**config.mk**
```make
export PLATFORM = sky130hd
export DESIGN_NAME = ppc_power_path
export DESIGN_NICKNAME = d
export VERILOG_FILES = /design/src/core/ppc_pkg.sv /design/src/core/ppc_sync.sv /design/src/core/ppc_power_path.sv
export SDC_FILE = /design/constraint.sdc
export NUM_CORES = 1
export LEC_CHECK = 0
export ABC_AREA = 1
export BUFFER_PORTS_ARGS = -buffer_cell sky130_fd_sc_hd__buf_2
export CORE_AREA = 5 5 71 73
export DETAILED_ROUTE_END_ITERATION = 8
export DIE_AREA = 0 0 76 78
export GPL_ROUTABILITY_DRIVEN = 0
export PLACE_DENSITY = 0.85
export SYNTH_ARGS = -nofsm -noshare
export SYNTH_HDL_FRONTEND = slang
export SYNTH_SLANG_ARGS = --single-unit
```
**constraint.sdc**
```tcl
create_clock -name clk -period 0.96 [get_ports clk]
set_input_delay 0.096 -clock clk [delete_from_list [all_inputs] [get_ports clk]]
set_output_delay 0.096 -clock clk [all_outputs]
set_load 0.02 [all_outputs]
```
**src/core/ppc_pkg.sv**
```systemverilog
package ppc_pkg;
  // Register offsets on the plain register port.
  localparam logic [3:0] ADDR_MODE = 4'h0;
  localparam logic [3:0] ADDR_CTRL = 4'h1;
  localparam logic [3:0] ADDR_STATUS = 4'h2;
  localparam logic [3:0] ADDR_IRQ = 4'h3;
  localparam logic [3:0] ADDR_MASK = 4'h4;
  // Control field positions.
  localparam int CTRL_STANDBY_BIT = 0;
  localparam int CTRL_SWITCH_DISABLE_BIT = 1;
  localparam int CTRL_TEMP_PROFILE_BIT = 2;
  // Mode value that requests reverse mode.
  localparam logic [3:0] MODE_REVERSE = 4'ha;
  // Reset values.
  localparam logic [3:0] MODE_RESET = 4'h0;
  localparam logic [2:0] CTRL_RESET = 3'h0;
  localparam logic [1:0] MASK_RESET = 2'h3;
  // Charge detail status codes.
  localparam logic [3:0] DETAIL_CHARGING = 4'h0;
  localparam logic [3:0] DETAIL_TEMP_SUSPEND = 4'h1;
  localparam logic [3:0] DETAIL_NO_BATTERY = 4'h2;
  localparam logic [3:0] DETAIL_NOT_CHARGING = 4'h3;
  // Interrupt status bit positions.
  localparam int IRQ_CHARGER = 0;
  localparam int IRQ_SHIP = 1;
  // Thermistor condition states.
  typedef enum logic [3:0] {
    THERM_NORMAL = 4'b0001,
    THERM_SUSPEND = 4'b0010,
    THERM_REMOVED = 4'b0100,
    THERM_OFF = 4'b1000
  } ppc_therm_e;
endpackage

```
**src/core/ppc_sync.sv**
```systemverilog
`timescale 1ns/1ps
`default_nettype none
// Three-stage synchroniser; a change is accepted once stages two and three agree.
module ppc_sync #(
  parameter int WIDTH = 1
) (
  input wire logic clk,
  input wire logic reset,
  input wire logic [WIDTH-1:0] async,
  output logic [WIDTH-1:0] synced
);
  logic [WIDTH-1:0] s1Reg;
  logic [WIDTH-1:0] s2Reg;
  logic [WIDTH-1:0] s3Reg;

  // Per-bit chain and agreement filter.
  genvar i;
  generate
    for (i = 0; i < WIDTH; i++) begin : g_bit
      always_ff @(posedge clk) begin
        if (reset) begin
          s1Reg[i] <= 1'b0;
          s2Reg[i] <= 1'b0;
          s3Reg[i] <= 1'b0;
          synced[i] <= 1'b0;
        end else begin
          s1Reg[i] <= async[i];
          s2Reg[i] <= s1Reg[i];
          s3Reg[i] <= s2Reg[i];
          if (s2Reg[i] == s3Reg[i]) begin
            synced[i] <= s3Reg[i];
          end
        end
      end
    end
  endgenerate
endmodule
`default_nettype wire

```
**src/core/ppc_power_path.sv**
```systemverilog
// The strobed register port and the register offsets were left to the implementer.
`timescale 1ns/1ps
`default_nettype none
// What this block does
// - Both standby controls inactive: converter follows the power-path state machine.
// - Switch disable pin or bit, outside reverse mode, turns battery switch off and stops charging.
// - Reverse pin or mode 0xA: switch on, converter machine-controlled, no ship mode even with standby pin high.
// - Standby bit only, switch allowed: keep switch on, converter off.
// - Standby pin high: valid input disables converter; invalid input enters ship mode.
// - Switch disabled: converter machine-controlled only when both standby controls inactive.
// - Too cold or too hot: stop charging and reset charge timers.
// - Temperature suspension updates detail status, charge-ok and sets charger interrupt.
// - Temperature back in range: resume charging and restart charge timer.
// - Temperature-zone charging only while temperature-profile enable bit is one.
// - Thermistor tied to supply rail: battery removed, no charging.
// - Thermistor grounded: monitoring off, battery assumed, charge on valid input.
// - Reverse pin low: reverse decision comes from the register interface.
module ppc_power_path (
  input wire logic clk,
  input wire logic reset,
  input wire logic [3:0] regAddr,
  input wire logic [7:0] regWrData,
  input wire logic regWr,
  input wire logic regRd,
  output logic [7:0] regRdData,
  input wire logic standbyPin,
  input wire logic batterySwitchDisablePin,
  input wire logic reverseModeEnablePin,
  input wire logic inputSourceValid,
  input wire logic thermCold,
  input wire logic thermHot,
  input wire logic thermGrounded,
  input wire logic thermTiedToRail,
  input wire logic machineBatterySwitchOn,
  input wire logic machineConverterOn,
  output logic batterySwitchOn,
  output logic converterOn,
  output logic chargeEnable,
  output logic chargeTimerReset,
  output logic tempProfileActive,
  output logic shipMode,
  output logic interrupt
);
  logic [3:0] modeReg;
  logic [2:0] ctrlReg;
  logic [1:0] irqReg;
  logic [1:0] maskReg;
  logic [3:0] detailReg;
  logic chargeOkReg;
  logic shipReg;
  logic standbyS;
  logic switchDisableS;
  logic reverseS;
  logic inputValidS;
  logic coldS;
  logic hotS;
  logic groundedS;
  logic railS;
  ppc_pkg::ppc_therm_e thermReg;
  ppc_pkg::ppc_therm_e thermNext;
  logic standbyBit;
  logic switchDisableBit;
  logic reverseOn;
  logic switchDisabled;
  logic shipNext;
  logic chargerEvent;
  logic shipEvent;

  // Pin and comparator inputs cross into the clock domain.
  ppc_sync #(.WIDTH(8)) u_sync (
    .clk(clk),
    .reset(reset),
    .async({thermTiedToRail, thermGrounded, thermHot, thermCold, inputSourceValid,
            reverseModeEnablePin, batterySwitchDisablePin, standbyPin}),
    .synced({railS, groundedS, hotS, coldS, inputValidS, reverseS, switchDisableS, standbyS})
  );
  assign standbyBit = ctrlReg[ppc_pkg::CTRL_STANDBY_BIT];
  assign switchDisableBit = ctrlReg[ppc_pkg::CTRL_SWITCH_DISABLE_BIT];

  // Reverse request: pin high wins, otherwise the mode field decides.
  assign reverseOn = reverseS || (modeReg == ppc_pkg::MODE_REVERSE);
  assign switchDisabled = switchDisableS || switchDisableBit;

  // Ship mode: standby pin high with no valid input, outside reverse mode.
  assign shipNext = !reverseOn && standbyS && !inputValidS;

  // Thermistor condition, grounded first so monitoring can be switched off.
  always_comb begin
    if (groundedS) begin
      thermNext = ppc_pkg::THERM_OFF;
    end else if (railS) begin
      thermNext = ppc_pkg::THERM_REMOVED;
    end else if (coldS || hotS) begin
      thermNext = ppc_pkg::THERM_SUSPEND;
    end else begin
      thermNext = ppc_pkg::THERM_NORMAL;
    end
  end

  // Registered thermistor state.
  always_ff @(posedge clk) begin
    if (reset) begin
      thermReg <= ppc_pkg::THERM_NORMAL;
    end else begin
      thermReg <= thermNext;
    end
  end

  // Ship mode register.
  always_ff @(posedge clk) begin
    if (reset) begin
      shipReg <= 1'b0;
    end else begin
      shipReg <= shipNext;
    end
  end

  // Battery switch and converter decision.
  always_ff @(posedge clk) begin
    if (reset) begin
      batterySwitchOn <= 1'b0;
      converterOn <= 1'b0;
    end else if (shipNext) begin
      batterySwitchOn <= 1'b0;
      converterOn <= 1'b0;
    end else if (reverseOn) begin
      batterySwitchOn <= 1'b1;
      converterOn <= machineConverterOn;
    end else if (switchDisabled) begin
      batterySwitchOn <= 1'b0;
      converterOn <= (!standbyS && !standbyBit) ? machineConverterOn : 1'b0;
    end else if (standbyS) begin
      batterySwitchOn <= 1'b1;
      converterOn <= 1'b0;
    end else if (standbyBit) begin
      batterySwitchOn <= 1'b1;
      converterOn <= 1'b0;
    end else begin
      batterySwitchOn <= machineBatterySwitchOn;
      converterOn <= machineConverterOn;
    end
  end

  // Charge permission, timer reset and temperature profile.
  always_ff @(posedge clk) begin
    if (reset) begin
      chargeEnable <= 1'b0;
      chargeTimerReset <= 1'b1;
      tempProfileActive <= 1'b0;
    end else begin
      chargeEnable <= !shipNext && !reverseOn && !switchDisabled && inputValidS
                      && (thermNext == ppc_pkg::THERM_NORMAL || thermNext == ppc_pkg::THERM_OFF);
      chargeTimerReset <= (thermNext == ppc_pkg::THERM_SUSPEND);
      tempProfileActive <= ctrlReg[ppc_pkg::CTRL_TEMP_PROFILE_BIT] && !groundedS;
    end
  end
  assign shipMode = shipReg;

  // Charge detail and charge-ok status.
  always_ff @(posedge clk) begin
    if (reset) begin
      detailReg <= ppc_pkg::DETAIL_NOT_CHARGING;
      chargeOkReg <= 1'b0;
    end else begin
      case (thermNext)
        ppc_pkg::THERM_SUSPEND: begin
          detailReg <= ppc_pkg::DETAIL_TEMP_SUSPEND;
          chargeOkReg <= 1'b0;
        end
        ppc_pkg::THERM_REMOVED: begin
          detailReg <= ppc_pkg::DETAIL_NO_BATTERY;
          chargeOkReg <= 1'b0;
        end
        default: begin
          detailReg <= inputValidS ? ppc_pkg::DETAIL_CHARGING : ppc_pkg::DETAIL_NOT_CHARGING;
          chargeOkReg <= 1'b1;
        end
      endcase
    end
  end

  // Events: entry to or exit from temperature suspension, and entry to ship mode.
  assign chargerEvent = (thermNext == ppc_pkg::THERM_SUSPEND) != (thermReg == ppc_pkg::THERM_SUSPEND);
  assign shipEvent = shipNext && !shipReg;

  // Software registers.
  always_ff @(posedge clk) begin
    if (reset) begin
      modeReg <= ppc_pkg::MODE_RESET;
      ctrlReg <= ppc_pkg::CTRL_RESET;
      maskReg <= ppc_pkg::MASK_RESET;
    end else if (regWr) begin
      if (regAddr == ppc_pkg::ADDR_MODE) begin
        modeReg <= regWrData[3:0];
      end else if (regAddr == ppc_pkg::ADDR_CTRL) begin
        ctrlReg <= regWrData[2:0];
      end else if (regAddr == ppc_pkg::ADDR_MASK) begin
        maskReg <= regWrData[1:0];
      end
    end
  end

  // Sticky interrupt bits; a new event wins over a write-one clear.
  always_ff @(posedge clk) begin
    if (reset) begin
      irqReg <= 2'h0;
    end else begin
      irqReg[ppc_pkg::IRQ_CHARGER] <= chargerEvent ||
        (irqReg[ppc_pkg::IRQ_CHARGER] && !(regWr && regAddr == ppc_pkg::ADDR_IRQ
                                           && regWrData[ppc_pkg::IRQ_CHARGER]));
      irqReg[ppc_pkg::IRQ_SHIP] <= shipEvent ||
        (irqReg[ppc_pkg::IRQ_SHIP] && !(regWr && regAddr == ppc_pkg::ADDR_IRQ
                                        && regWrData[ppc_pkg::IRQ_SHIP]));
    end
  end
  assign interrupt = |(irqReg & ~maskReg);

  // Read port; unmapped addresses return zero.
  always_ff @(posedge clk) begin
    if (reset) begin
      regRdData <= 8'h00;
    end else if (regRd) begin
      if (regAddr == ppc_pkg::ADDR_MODE) begin
        regRdData <= {4'h0, modeReg};
      end else if (regAddr == ppc_pkg::ADDR_CTRL) begin
        regRdData <= {5'h00, ctrlReg};
      end else if (regAddr == ppc_pkg::ADDR_STATUS) begin
        regRdData <= {shipReg, chargeOkReg, batterySwitchOn, converterOn, detailReg};
      end else if (regAddr == ppc_pkg::ADDR_IRQ) begin
        regRdData <= {6'h00, irqReg};
      end else if (regAddr == ppc_pkg::ADDR_MASK) begin
        regRdData <= {6'h00, maskReg};
      end else begin
        regRdData <= 8'h00;
      end
    end else begin
      regRdData <= 8'h00;
    end
  end
endmodule
`default_nettype wire

```
==> flow_summary.json <==
{
  "ff2ff_path_depth": 4,
  "grt_max_degree": 24,
  "crit_path_start_kind": "flip-flop",
  "rrSetupSlack_ns": 0,
  "max_stage_delay_ns": 0.34,
  "wl_per_cell_um": 11.20,
  "synthesis.nets": 309,
  "max_slew.worst_pin.slew_ns": 0.2026,
  "io_buffers": 36,
  "drt_iter0_drc": 98,
  "crit_chain": "inv_2 -> o22ai_2 -> buf_6",
  "grtUsageMet3_pct": 8.449,
  "cp_data_required_time_ns": 0.86,
  "antenna_cells": 0,
  "grt_usage_pct": 16.09,
  "timing_worst_setup_path_type": "flip-flop to primary output",
  "drive_gt1_share_pct": 28.24,
  "ys_ff_latch": 64,
  "crit_cells": 3,
  "finalHoldViolCount": 0,
  "regToRegStartpoint": "u_sync.synced[1]",
  "worstPathBufferInverterCount": 2,
  "area_growth_pct": 29.59,
  "cts.htree.levels": 3,
  "dp.cells": 374,
  "dpl.hpwl_um": 3122,
  "wl_um": 4470,
  "busiest_layer": "met2",
  "grt_pass1_wl_um": 7610,
  "cp-end-kind": "primary output",
  "cts_sinks": 64,
  "r2r_end": "batterySwitchOn",
  "cp_max_fo": 2,
  "nNetsFinal": 369,
  "yosysSeqAreaShare_pct": 57.50,
  "cts_root_buffer": "clkbuf_8",
  "relSlewSlack_pct": 86.41,
  "violations": "setup timing",
  "finalClockSkew_ns": 0.004868,
  "rsz0062_at_grt": "true",
  "finalWorstPathRequiredPeriod_ns": 1.078,
  "die_area_sq_um": 5928,
  "clkTransAtPathRegs_ns": 0.06,
  "grt_pass1_vias": 1883,
  "ys_warn_count": 0,
  "avgSynthCellArea_sq_um": 7.874,
  "drv_cap": 0,
  "route.detailed.drc": 0,
  "peakVddDrop_mv": 0.9978,
  "cts_tree": "done",
  "hold_class": "input pin to flip-flop",
  "use_met2_pct": 26.71,
  "cp.arrival_ns": 0.98,
  "io_pins": 41,
  "p_per_area_nw_per_um2": 1739,
  "status": "finished with violations",
  "cp-endpoint": "interrupt",
  "via_per_inst": 4.794,
  "drt.antenna.violating_nets": 0,
  "max_freq_mhz": 927.6,
  "numCtsBuffers": 9,
  "dieWidth_um": 76,
  "cts.path.max_buffers": 2,
  "crit_family": "flip-flops",
  "grt_use_met1_pct": 16.28,
  "clk_latency_ns": 0.33,
  "setup_viol": 1,
  "fill_cells": 356,
  "slew_viol_final": 0,
  "antenna_found_initial": 0,
  "hold_ws_ns": 0.04163,
  "rows": 24,
  "first_pass_iters": 4,
  "core_area_sq_um": 4294,
  "leakage_nw": 1.314,
  "syn_area_sq_um": 2228,
  "critPathSlowestCell": "dfxtp_2",
  "synthDistinctLibCells": 19,
  "grt-ovfl-total": 0,
  "setup_slack_ns": -0.1181,
  "initial_core_util_pct": 51.89,
  "critPathLaunch": "irqReg[1]",
  "syn_inst": 283,
  "finalCritPeriodShare_pct": 112.3,
  "die_y_um": 78,
  "vias": 1913,
  "layoutNonFillerInstCount": 399
}
[power by group]
group | switching [mW] | total [mW] | leakage [nW] | internal [mW]
Sequential | 0.0275 | 2.74 | 0.526 | 2.72
Combinational | 0.178 | 0.315 | 0.693 | 0.138
Clock | 0.922 | 1.96 | 0.0947 | 1.04
Total | 1.13 | 5.02 | 1.31 | 3.90
[Yosys cell counts]
cell type  instances  share of area [%]
o21ai_0           12                2.7
inv_2              2               0.34
nand2_2            1               0.28
nor2_1            63                 11
o21ai_1            1               0.22
a211oi_1           3                1.0
a21oi_1           17                3.8
dfxtp_1           64                 57
buf_2              5                1.1
inv_1             48                8.1
nand4_1            3               0.84
nand3_2            1               0.45
a21boi_0           1               0.34
clkbuf_1           1               0.17
o22ai_1            1               0.28
nor3_1             2               0.45
nor2_4             3                1.5
nand2_1           37                6.2
nand3_1           18                4.0
[sequential cells by signal, indices dropped and copies added, names as in the netlist, 2 cells and up]
| name | flops |
|---|---|
| ctrlReg | 3 |
| detailReg | 2 |
| irqReg | 2 |
| maskReg | 2 |
| modeReg | 4 |
| regRdData | 8 |
| thermReg | 4 |
| u_sync.s1Reg | 8 |
| u_sync.s2Reg | 8 |
| u_sync.s3Reg | 8 |
| u_sync.synced | 8 |
[layout by cell type (no fill, tap or decap), types with 2 or more instances in the layout]
cell type,count
nand4_1,3
dfxtp_4,2
inv_2,6
clkbuf_8,11
a21oi_1,17
nor2_4,6
nand2_2,6
o21ai_0,9
nand2_1,32
dlygate4sd3_1,9
buf_4,12
o21ai_1,3
nor2_1,56
dfxtp_2,8
buf_2,32
nor2_2,4
clkinv_2,4
dfxtp_1,54
nand3_1,18
a211oi_1,3
inv_1,43
[layout make-up]
class                   count  area (sq um)  area share [%]
clock buffers              11         151.4           5.243
clock inverters             4         20.02          0.6932
repair buffers             55         371.6           12.87
inverters                  50         190.2           6.586
multi-input cells         163         790.8           27.38
flip-flops and latches     64          1299           44.97
well taps                  52         65.06           2.253
[worst min path at each step]
stage,from,to,slack (ns),cells past startpoint
floorplan,reset,u_sync.s3Reg[6],0.18,1
global placement,thermCold,u_sync.s1Reg[4],0.30,3
detailed placement,inputSourceValid,u_sync.s1Reg[3],0.30,3
CTS,regWrData[1],maskReg[1],0.02,3
global route,regWrData[0],maskReg[0],0.02,3
finish,regWrData[1],maskReg[1],0.04,3
[per-layer routing]
layer  vias up  wire (um)
li1        992          -
met1       844       1864
met2        64       2170
met3        13        318
met4         0        116
met5         -          0
[through the flow]
stage	setup slack (ns)	total power, mW	utilization [%]	area, sq um	setup TNS [ns]
detailed placement	-0.04231	3.080	58.80	2525	-0.09572
global placement	-0.02621	3.070	58.80	2525	-0.02621
finish	-0.1181	5.023	67.25	2888	-0.1181
global route	-0.1644	5.289	67.25	2888	-0.2939
CTS	-0.1777	5.082	65.18	2799	-0.1777
floorplan	0.08805	2.960	-	2228	0
[cell families after synthesis]
logic type | count (synthesis) | share of synthesized area, %
DFF | 64 | 57.50
AOI/OAI and AO/OA | 35 | 8.366
and+or+nand+nor | 128 | 24.42
buffers and inverters | 56 | 9.713
[worst min-delay path: cells and delay by family]
family / cells / cell delay [ns]
buf+inv: 1 / 0.12
simple gates: 2 / 0.12
[repair_timing]
| action | in CTS | in global routing |
|---|---|---|
| endpoints found under the setup margin | 5 | 12 |
| hold buffers | 9 | 0 |
| setup buffers | 1 | 0 |
| gates resized for setup | 6 | 38 |
| hold endpoints to repair | 9 | 0 |
| cloned | 0 | 0 |
| pin swaps | 1 | 8 |
Power figures use the tool's default switching activity.
